==> config.mk <==
export PLATFORM = sky130hd
export DESIGN_NAME = asps_top
export DESIGN_NICKNAME = d
export VERILOG_FILES = /design/src/hw/asps_pkg.sv /design/src/hw/asps_sar.sv /design/src/hw/asps_sync.sv /design/src/hw/asps_top.sv
export SDC_FILE = /design/constraint.sdc
export NUM_CORES = 1
export LEC_CHECK = 0
export BUFFER_PORTS_ARGS = -buffer_cell sky130_fd_sc_hd__buf_2
export CAP_MARGIN = 10
export CORE_MARGIN = 3
export CORE_UTILIZATION = 58
export CTS_CLUSTER_DIAMETER = 200
export DETAILED_ROUTE_END_ITERATION = 12
export GPL_TIMING_DRIVEN = 0
export PLACE_DENSITY = 0.84
export SETUP_SLACK_MARGIN = 0.05
export SYNTH_ARGS = -nofsm -noshare
export SYNTH_HDL_FRONTEND = slang
export SYNTH_SLANG_ARGS = --single-unit
==> constraint.sdc <==
create_clock -name clk_i -period 4.8 [get_ports clk_i]
set_clock_uncertainty 0.15 [all_clocks]
set_input_delay 0.48 -clock clk_i [delete_from_list [all_inputs] [get_ports clk_i]]
set_output_delay 0.48 -clock clk_i [all_outputs]
set_load 0.03 [all_outputs]
==> src/hw/asps_pkg.sv <==
`default_nettype none
package asps_pkg;
   // ============================================================
   // Result, address and transfer geometry
   // ============================================================
   localparam int RES_W = 10;
   localparam int ADDR_W = 4;
   localparam logic [4:0] XFER_SHORT = 5'd10;
   localparam logic [4:0] XFER_LONG = 5'd16;
   localparam logic [2:0] ADDR_BITS = 3'd4;
   localparam logic [4:0] SAMPLE_START = 5'd4;
   localparam logic [5:0] CONV_CYCLES = 6'd44;
   localparam logic [1:0] CS_FILTER_EDGES = 2'd2;
   localparam logic [9:0] SAR_FIRST_TRIAL = 10'h200;

   // ============================================================
   // Address codes
   // ============================================================
   localparam logic [3:0] LAST_CHANNEL = 4'hA;
   localparam logic [3:0] TEST_HALF = 4'hB;
   localparam logic [3:0] TEST_ZERO = 4'hC;
   localparam logic [3:0] TEST_FULL = 4'hD;
   localparam int NUM_CHANNELS = 11;

   // ============================================================
   // Register map and reset values
   // ============================================================
   localparam logic [7:0] OFS_CTRL = 8'h00;
   localparam logic [7:0] OFS_STATUS = 8'h04;
   localparam logic [7:0] OFS_RESULT = 8'h08;
   localparam logic [7:0] OFS_COUNT = 8'h0C;
   localparam logic CTRL_EN_RST = 1'b1;

   // Serial port phases.
   typedef enum logic [1:0] {
      ST_OFF = 2'b00,
      ST_SHIFT = 2'b01,
      ST_CONV = 2'b10,
      ST_WAIT = 2'b11
   } asps_state_t;
endpackage
`default_nettype wire

==> src/hw/asps_sar.sv <==
`default_nettype none
// ============================================================
// Successive approximation engine on conversion clock steps
// ============================================================
module asps_sar
   import asps_pkg::*;
(
   input wire logic clk_i,
   input wire logic rst_i,
   input wire logic start_i,
   input wire logic abort_i,
   input wire logic step_i,
   input wire logic comp_i,
   output logic busy_o,
   output logic done_o,
   output logic [RES_W-1:0] code_o,
   output logic [RES_W-1:0] result_o
);
   logic [5:0] cyc_r;
   logic [RES_W-1:0] mask_r;
   logic busy_r;
   logic done_r;
   logic [RES_W-1:0] code_r;
   logic [RES_W-1:0] result_r;

   // One trial bit is decided every fourth step; comparator high keeps it.
   wire decide = step_i & busy_r & (cyc_r[1:0] == 2'b11) & (mask_r != '0);
   wire last_step = step_i & busy_r & (cyc_r == CONV_CYCLES - 6'd1);
   wire [RES_W-1:0] code_nxt = (code_r & ~(mask_r & {RES_W{~comp_i}})) | (mask_r >> 1);

   // Abort leaves the result register alone so the older result survives.
   always_ff @(posedge clk_i) begin
      if (rst_i || abort_i) begin
         busy_r <= 1'b0;
         cyc_r <= '0;
         mask_r <= '0;
         code_r <= '0;
      end else if (start_i) begin
         busy_r <= 1'b1;
         cyc_r <= '0;
         mask_r <= SAR_FIRST_TRIAL;
         code_r <= SAR_FIRST_TRIAL;
      end else if (step_i && busy_r) begin
         cyc_r <= cyc_r + 6'd1;
         busy_r <= ~last_step;
         if (decide) begin
            code_r <= code_nxt;
            mask_r <= mask_r >> 1;
         end
      end
   end

   // The final step writes the output data register.
   always_ff @(posedge clk_i) begin
      if (rst_i) begin
         result_r <= '0;
         done_r <= 1'b0;
      end else begin
         done_r <= last_step & ~abort_i;
         if (last_step && !abort_i) begin
            result_r <= code_r;
         end
      end
   end

   assign busy_o = busy_r;
   assign done_o = done_r;
   assign code_o = code_r;
   assign result_o = result_r;
endmodule
`default_nettype wire

==> src/hw/asps_sync.sv <==
`default_nettype none
// ============================================================
// Two-stage synchroniser with edge detection
// ============================================================
module asps_sync #(
   parameter int WIDTH = 1
) (
   input wire logic clk_i,
   input wire logic rst_i,
   input wire logic [WIDTH-1:0] d_i,
   output logic [WIDTH-1:0] q_o,
   output logic [WIDTH-1:0] rise_o,
   output logic [WIDTH-1:0] fall_o
);
   logic [WIDTH-1:0] meta_r;
   logic [WIDTH-1:0] sync_r;
   logic [WIDTH-1:0] prev_r;

   // The first stage feeds only the second; edges are taken after it.
   always_ff @(posedge clk_i) begin
      if (rst_i) begin
         meta_r <= '0;
         sync_r <= '0;
         prev_r <= '0;
      end else begin
         meta_r <= d_i;
         sync_r <= meta_r;
         prev_r <= sync_r;
      end
   end

   // Edge pulses last one clock.
   assign q_o = sync_r;
   assign rise_o = sync_r & ~prev_r;
   assign fall_o = ~sync_r & prev_r;
endmodule
`default_nettype wire

==> src/hw/asps_top.sv <==
// The Wishbone register port and the placing of the registers were chosen for this implementation.
`default_nettype none
module asps_top
   import asps_pkg::*;
#(
   parameter int WB_ADR_W = 8
) (
   input wire logic clk_i,
   input wire logic rst_i,
   input wire logic wb_cyc_i,
   input wire logic wb_stb_i,
   input wire logic wb_we_i,
   input wire logic [WB_ADR_W-1:0] wb_adr_i,
   input wire logic [3:0] wb_sel_i,
   input wire logic [31:0] wb_dat_i,
   output logic [31:0] wb_dat_o,
   output logic wb_ack_o,
   input wire logic cs_n_i,
   input wire logic sclk_i,
   input wire logic din_i,
   input wire logic conversion_clock_i,
   input wire logic comp_i,
   output logic dout_o,
   output logic dout_oe_o,
   output logic sample_connect_o,
   output logic [NUM_CHANNELS-1:0] analog_channel_sel_o,
   output logic [2:0] test_sel_o,
   output logic [RES_W-1:0] dac_code_o
);
   // ============================================================
   // Pin synchronisation
   // ============================================================
   logic [4:0] pin_q;
   logic [4:0] pin_rise;
   logic [4:0] pin_fall;

   // Every pin, both foreign clocks included, is sampled by clk_i.
   // Select enters inverted so the cleared stages read as deselected and no false select follows reset.
   asps_sync #(.WIDTH(5)) u_sync (
      .clk_i(clk_i),
      .rst_i(rst_i),
      .d_i({comp_i, conversion_clock_i, din_i, sclk_i, ~cs_n_i}),
      .q_o(pin_q),
      .rise_o(pin_rise),
      .fall_o(pin_fall)
   );

   wire cs_act_s = pin_q[0];
   wire sclk_rise = pin_rise[1];
   wire sclk_fall = pin_fall[1];
   wire din_s = pin_q[2];
   wire conv_rise = pin_rise[3];
   wire conv_fall = pin_fall[3];
   wire comp_s = pin_q[4];

   // ============================================================
   // Registers and state
   // ============================================================
   logic ctrl_en_r;
   logic cs_low_r;
   logic [1:0] flt_cnt_r;
   asps_state_t st_r;
   asps_state_t st_nxt;
   logic [4:0] bit_cnt_r;
   logic [2:0] rise_cnt_r;
   logic [ADDR_W-1:0] addr_r;
   logic rise_after10_r;
   logic [RES_W-1:0] out_sr_r;
   logic dout_r;
   logic sample_r;
   logic valid_r;
   logic [15:0] conv_count_r;
   logic ack_r;
   logic [31:0] rdata_r;
   logic sar_busy;
   logic sar_done;
   logic [RES_W-1:0] sar_result;
   logic [RES_W-1:0] sar_code;

   // ============================================================
   // Select recognition filter
   // ============================================================
   // A disabled port looks like a deselected one.
   wire sel_raw = cs_act_s & ctrl_en_r;
   wire sel_diff = sel_raw != cs_low_r;
   wire flt_hit = sel_diff & conv_fall & (flt_cnt_r == CS_FILTER_EDGES - 2'd1);
   wire sel_fall = flt_hit & sel_raw;
   wire sel_rise = flt_hit & ~sel_raw;

   // Glitches shorter than two conversion clock falls never reach the port,
   // which is why the conversion clock must keep running.
   always_ff @(posedge clk_i) begin
      if (rst_i) begin
         cs_low_r <= 1'b0;
         flt_cnt_r <= '0;
      end else if (!sel_diff) begin
         flt_cnt_r <= '0;
      end else if (flt_hit) begin
         cs_low_r <= sel_raw;
         flt_cnt_r <= '0;
      end else if (conv_fall) begin
         flt_cnt_r <= flt_cnt_r + 2'd1;
      end
   end

   // ============================================================
   // Serial port sequencing
   // ============================================================
   // Shift clock events count only while selected.
   wire fall_g = sclk_fall & cs_low_r & ~sel_fall;
   wire rise_g = sclk_rise & cs_low_r & ~sel_fall;
   wire tenth_fall = fall_g & (st_r == ST_SHIFT) & (bit_cnt_r == XFER_SHORT - 5'd1);
   wire sixteenth_fall = fall_g & (st_r == ST_WAIT) & (bit_cnt_r == XFER_LONG - 5'd1);
   // A transfer is long when the host clocked during conversion and still owes falls.
   wire done_long = rise_after10_r & (bit_cnt_r != XFER_LONG);
   wire done_restart = sar_done & (st_r == ST_CONV) & cs_low_r & ~done_long;
   wire port_start = sel_fall | done_restart | sixteenth_fall;
   wire sar_start = tenth_fall;
   wire sar_abort = sel_fall & sar_busy;

   // Phase selection; a recognised select fall overrides everything.
   always_comb begin
      st_nxt = st_r;
      case (st_r)
         ST_OFF: begin
            st_nxt = ST_OFF;
         end
         ST_SHIFT: begin
            if (tenth_fall) begin
               st_nxt = ST_CONV;
            end else if (sel_rise) begin
               st_nxt = ST_OFF;
            end
         end
         ST_CONV: begin
            if (sar_done) begin
               if (!cs_low_r) begin
                  st_nxt = ST_OFF;
               end else if (done_long) begin
                  st_nxt = ST_WAIT;
               end else begin
                  st_nxt = ST_SHIFT;
               end
            end
         end
         ST_WAIT: begin
            if (sel_rise) begin
               st_nxt = ST_OFF;
            end else if (sixteenth_fall) begin
               st_nxt = ST_SHIFT;
            end
         end
         default: begin
            st_nxt = ST_OFF;
         end
      endcase
      if (sel_fall) begin
         st_nxt = ST_SHIFT;
      end
   end

   // Counters move only on detected edges, so any slow shift clock works.
   always_ff @(posedge clk_i) begin
      if (rst_i) begin
         st_r <= ST_OFF;
         bit_cnt_r <= '0;
      end else begin
         st_r <= st_nxt;
         if (port_start) begin
            bit_cnt_r <= '0;
         end else if (fall_g && st_r != ST_OFF && bit_cnt_r != XFER_LONG) begin
            bit_cnt_r <= bit_cnt_r + 5'd1;
         end
      end
   end

   // Address capture on the first four rising edges, rest of the input ignored.
   always_ff @(posedge clk_i) begin
      if (rst_i) begin
         rise_cnt_r <= '0;
         addr_r <= '0;
      end else if (port_start) begin
         rise_cnt_r <= '0;
      end else if (rise_g && st_r == ST_SHIFT && rise_cnt_r != ADDR_BITS) begin
         addr_r <= {addr_r[ADDR_W-2:0], din_s};
         rise_cnt_r <= rise_cnt_r + 3'd1;
      end
   end

   // A rising edge seen during conversion marks a transfer longer than ten.
   always_ff @(posedge clk_i) begin
      if (rst_i || port_start || sar_start) begin
         rise_after10_r <= 1'b0;
      end else if (rise_g && st_r == ST_CONV) begin
         rise_after10_r <= 1'b1;
      end
   end

   // ============================================================
   // Serial output
   // ============================================================
   // The SAR result register always holds the last completed conversion, so
   // loading from it gives the previous result even after an abort.
   always_ff @(posedge clk_i) begin
      if (rst_i) begin
         out_sr_r <= '0;
         dout_r <= 1'b0;
      end else if (port_start) begin
         out_sr_r <= sar_result;
         dout_r <= sar_result[RES_W-1];
      end else if (fall_g && st_r == ST_SHIFT) begin
         out_sr_r <= {out_sr_r[RES_W-2:0], 1'b0};
         if (bit_cnt_r == XFER_SHORT - 5'd1) begin
            dout_r <= 1'b0;
         end else begin
            dout_r <= out_sr_r[RES_W-2];
         end
      end
   end

   // The pin is driven only while the port is selected.
   assign dout_o = dout_r;
   assign dout_oe_o = cs_low_r;

   // ============================================================
   // Sampling and input selection
   // ============================================================
   wire sample_set = fall_g & (st_r == ST_SHIFT) & (bit_cnt_r == SAMPLE_START - 5'd1);

   // Sampling runs from the fourth fall until leaving the shift phase.
   always_ff @(posedge clk_i) begin
      if (rst_i) begin
         sample_r <= 1'b0;
      end else begin
         sample_r <= (st_nxt == ST_SHIFT) & ~port_start & (sample_r | sample_set);
      end
   end

   // Channel and test voltage selects are only live while sampling.
   genvar gi;
   generate
      for (gi = 0; gi < NUM_CHANNELS; gi++) begin : g_chan
         assign analog_channel_sel_o[gi] = sample_r & (addr_r == 4'(gi));
      end
   endgenerate
   assign test_sel_o[0] = sample_r & (addr_r == TEST_HALF);
   assign test_sel_o[1] = sample_r & (addr_r == TEST_ZERO);
   assign test_sel_o[2] = sample_r & (addr_r == TEST_FULL);
   assign sample_connect_o = sample_r & (addr_r <= TEST_FULL);

   // ============================================================
   // Conversion engine
   // ============================================================
   asps_sar u_sar (
      .clk_i(clk_i),
      .rst_i(rst_i),
      .start_i(sar_start),
      .abort_i(sar_abort),
      .step_i(conv_rise),
      .comp_i(comp_s),
      .busy_o(sar_busy),
      .done_o(sar_done),
      .code_o(sar_code),
      .result_o(sar_result)
   );
   assign dac_code_o = sar_code;

   // Statistics and first-result flag.
   always_ff @(posedge clk_i) begin
      if (rst_i) begin
         valid_r <= 1'b0;
         conv_count_r <= '0;
      end else if (sar_done) begin
         valid_r <= 1'b1;
         conv_count_r <= conv_count_r + 16'h0001;
      end
   end

   // ============================================================
   // Wishbone slave
   // ============================================================
   wire wb_req = wb_cyc_i & wb_stb_i & ~ack_r;
   // A write lands at the edge that sees ack high, while the master still holds the request.
   wire wb_wr = wb_cyc_i & wb_stb_i & wb_we_i & ack_r;
   wire [7:0] wb_ofs = 8'(wb_adr_i);
   wire hit_ctrl = wb_ofs == OFS_CTRL;
   wire hit_status = wb_ofs == OFS_STATUS;
   wire hit_result = wb_ofs == OFS_RESULT;
   wire hit_count = wb_ofs == OFS_COUNT;
   // Status packs select, busy, valid, phase, captured address and fall count from bit 0 up.
   wire [31:0] status_w = {15'h0, bit_cnt_r, addr_r, 2'h0, st_r, 1'b0, valid_r, sar_busy, cs_low_r};
   wire [31:0] rdata_w = hit_ctrl ? {31'h0, ctrl_en_r} :
                         hit_status ? status_w :
                         hit_result ? {22'h0, sar_result} :
                         hit_count ? {16'h0000, conv_count_r} : 32'h00000000;

   // One wait state: ack follows the request by one clock, unmapped reads give zero.
   always_ff @(posedge clk_i) begin
      if (rst_i) begin
         ack_r <= 1'b0;
         rdata_r <= '0;
         ctrl_en_r <= CTRL_EN_RST;
      end else begin
         ack_r <= wb_req;
         if (wb_req && !wb_we_i) begin
            rdata_r <= rdata_w;
         end
         if (wb_wr && hit_ctrl && wb_sel_i[0]) begin
            ctrl_en_r <= wb_dat_i[0];
         end
      end
   end

   assign wb_ack_o = ack_r;
   assign wb_dat_o = rdata_r;
endmodule
`default_nettype wire
==> results.sh <==
export IMPL_status="finished clean"
export IMPL_layout_cells_non_filler=787
export IMPL_relSlewSlack=0.557
export IMPL_worst_slack_ps=2340
export IMPL_dpl_hpwl_mm=8.81
export IMPL_top_usage_layer="met2"
export IMPL_vias=4542
export IMPL_io_pins=114
export IMPL_critPathRequiredTime_ps=5090
export IMPL_fin_area_sq_um=6280
export IMPL_clock_latency_ps=510
export IMPL_first_global_vias=4254
export IMPL_maxCapViolations=0
export IMPL_ys_ff_latch=115
export IMPL_drtIter0Drc=237
export IMPL_grt_max_degree=17
export IMPL_drc=0
export IMPL_cp_arrival_ps=2750
export IMPL_hold_start="din_i"
export IMPL_numCtsBuffers=17
export IMPL_leakagePower_uw=0.00263
export IMPL_wl_per_cell_um=16.4
export IMPL_nets=732
export IMPL_clockBufferDepth=2
export IMPL_cts_resized=0
export IMPL_cts_root_buf="clkbuf_8"
export IMPL_wirelength_mm=12.9
export IMPL_period_share=0.512
export IMPL_drive_gt1_frac=0.216
export IMPL_final_common_cell="dfxtp_1"
export IMPL_p_per_area_nw_per_um2=366
export IMPL_io_buffers=63
export IMPL_finalSetupViolCount=0
export IMPL_met3_usage=0.0768
export IMPL_layout_common_cells="115 x dfxtp_1, 85 x nor2_1, 72 x buf_2"
export IMPL_hold_ws_ps=19.3
export IMPL_firstDrtPassIters=6
export IMPL_grtUsageTotal=0.259
export IMPL_nFillCells=597
export IMPL_hp_class="in2reg"
export IMPL_critPathCaptureType="flop"
export IMPL_grt_setup_unrepaired="false"
export IMPL_area_growth_syn_to_layout_pct=21.3
export IMPL_postCtsSetupBuffers=0
export IMPL_cts_clk_slew_worst_paths_ps=60
export IMPL_ctsHtreeMaxLevel=4
export IMPL_die_area_sq_um=10100
export IMPL_die_h_um=101
export IMPL_r2r_cells=9
export IMPL_place_gp_congestion=0.893
export IMPL_cts_tree="done"
export IMPL_yosysWarnings=0
export IMPL_ant_nets=0
export IMPL_synth_edf_count=0
export IMPL_fin_setup_tns_ps=0
export IMPL_critPathLaunch="bit_cnt_r[0]"
export IMPL_syn_area_per_cell_sq_um=9.06
export IMPL_initial_core_util=0.615
export IMPL_grt_util_met2=0.432
export IMPL_grt_ovfl_total=0
export IMPL_ys_seq_area_frac=0.444
export IMPL_pre_cts_ws_ps=2430
export IMPL_crit_fanout=10
export IMPL_fin_crit_ps=2460
export IMPL_clock_sinks=115
export IMPL_antenna_found_initial=0
export IMPL_drt_vias_per_instance=5.77
export IMPL_grt_pass1_wl_mm=20.6
export IMPL_synth_distinct_cells=61
export IMPL_synthCells=572
export IMPL_grt_use_met1=0.310
export IMPL_core_area_sq_um=8420
export IMPL_max_freq_ghz=0.407
export IMPL_reg2reg_from="bit_cnt_r[0]"
export IMPL_peakVddDrop_mv=0.257
export IMPL_worst_hold_path_num_cells=2
export IMPL_crit_type="reg2reg"
export IMPL_final_max_slew_viol_count=0
export IMPL_synth_main_ff_cell="dfxtp_1"
export IMPL_async_reset_ff_frac=0
export IMPL_finalHoldViolCount=0
export IMPL_dpl_cell_area_sq_um=5680
export IMPL_dpl_cell_count=754
export IMPL_die_w_um=101
export IMPL_holdBufCountCts=1
export IMPL_worst_pin_slew_ps=665
export IMPL_diodes=0
export IMPL_rows=33
export IMPL_startpoint_type="flop"
export IMPL_mappedNetlistArea_sq_um=5180
## final cells by class
| class | count | area (sq um) | area share |
|---|---|---|---|
| sequential | 115 | 2300 | 0.366 |
| clock inverter | 15 | 181 | 0.0289 |
| buffer | 47 | 244 | 0.0388 |
| multi-input combinational | 403 | 2610 | 0.415 |
| clock buffer | 17 | 414 | 0.0659 |
| inverter | 21 | 78.8 | 0.0125 |
| tap | 105 | 131 | 0.0209 |
| timing repair buffer | 64 | 325 | 0.0518 |
## per-stage QoR
step / utilization / total power (uW)
finish: 0.746 / 2300
global placement: 0.674 / 1060
CTS: 0.746 / 2310
global route: 0.746 / 2360
detailed placement: 0.674 / 1060
floorplan: - / 1040
## state kept, by name, indices dropped and copies added, names as in the netlist, 3 cells and up
signal and count:
u_sync.q_o 5, u_sar.result_o 10, conv_count_r 16, bit_cnt_r 5, addr_r 4, out_sr_r 9
rise_cnt_r 3, u_sar.code_o 10, wb_dat_o 17, u_sar.mask_r 10, u_sar.cyc_r 6, u_sync.meta_r 5
## kinds of logic after synthesis
logic type | Yosys count | share of synthesized area
other | 1 | 0.000724
multiplexers | 39 | 0.0809
flip-flops | 115 | 0.444
XOR/XNOR | 21 | 0.0355
adder cells (fa/ha/maj) | 9 | 0.0217
AND/OR/NAND/NOR | 212 | 0.215
AO/OA/AOI/OAI | 107 | 0.139
buffers and inverters | 68 | 0.0623
## power by group
part	switching, uW	internal [uW]
clock	469	793
combinational	51.8	25.6
sequential	2.73	960
total	523	1780
## Yosys cell counts (all sizes together) (2+ instances only)
master | number | area share
a31oi | 3 | 0.0036
a22oi | 7 | 0.010
o31ai | 4 | 0.0068
ha | 9 | 0.022
and3b | 5 | 0.0085
nand3 | 11 | 0.011
xor2 | 8 | 0.014
nor2 | 85 | 0.062
inv | 21 | 0.015
mux2 | 13 | 0.028
a22o | 6 | 0.010
clkbuf | 23 | 0.017
or3 | 8 | 0.012
nand4b | 2 | 0.0034
mux2i | 25 | 0.048
a311o | 2 | 0.0039
nand3b | 5 | 0.0072
dfxtp | 115 | 0.44
o22a | 2 | 0.0034
nand4 | 6 | 0.010
a21oi | 38 | 0.037
nand2 | 34 | 0.025
o21ai | 16 | 0.016
nand4bb | 2 | 0.0043
nor2b | 14 | 0.017
a311oi | 9 | 0.015
nor4 | 5 | 0.0060
nor4b | 3 | 0.0063
nor3b | 3 | 0.0043
or4 | 2 | 0.0029
xnor2 | 13 | 0.022
buf | 24 | 0.030
nand2b | 7 | 0.0085
and4b | 4 | 0.0077
and3 | 2 | 0.0024
nor3 | 10 | 0.011
a21boi | 2 | 0.0029
a32oi | 10 | 0.017
## path summary, 6_finish.rpt
path	end	slack, ps
setup reg to reg	out_sr_r[0]	2340
hold reg to reg	u_sync.q_o[2]	290
setup / recovery	out_sr_r[0]	2340
hold / removal	u_sync.meta_r[2]	20
## per-layer routing
metal / up-vias / wire length, um
met5: - / 0
met4: 0 / 281
met3: 32 / 988
met2: 183 / 6290
met1: 2144 / 5310
li1: 2183 / -
## critical path: stages (launching register included)
cell      delay, ps
dfxtp_1         370
ha_1            240
and3_1          190
ha_1            200
nand4b_1        170
o22a_1          160
clkbuf_1        350
buf_2           300
nand4_1         110
a21oi_1         150
(Power assumes the default switching activity.)
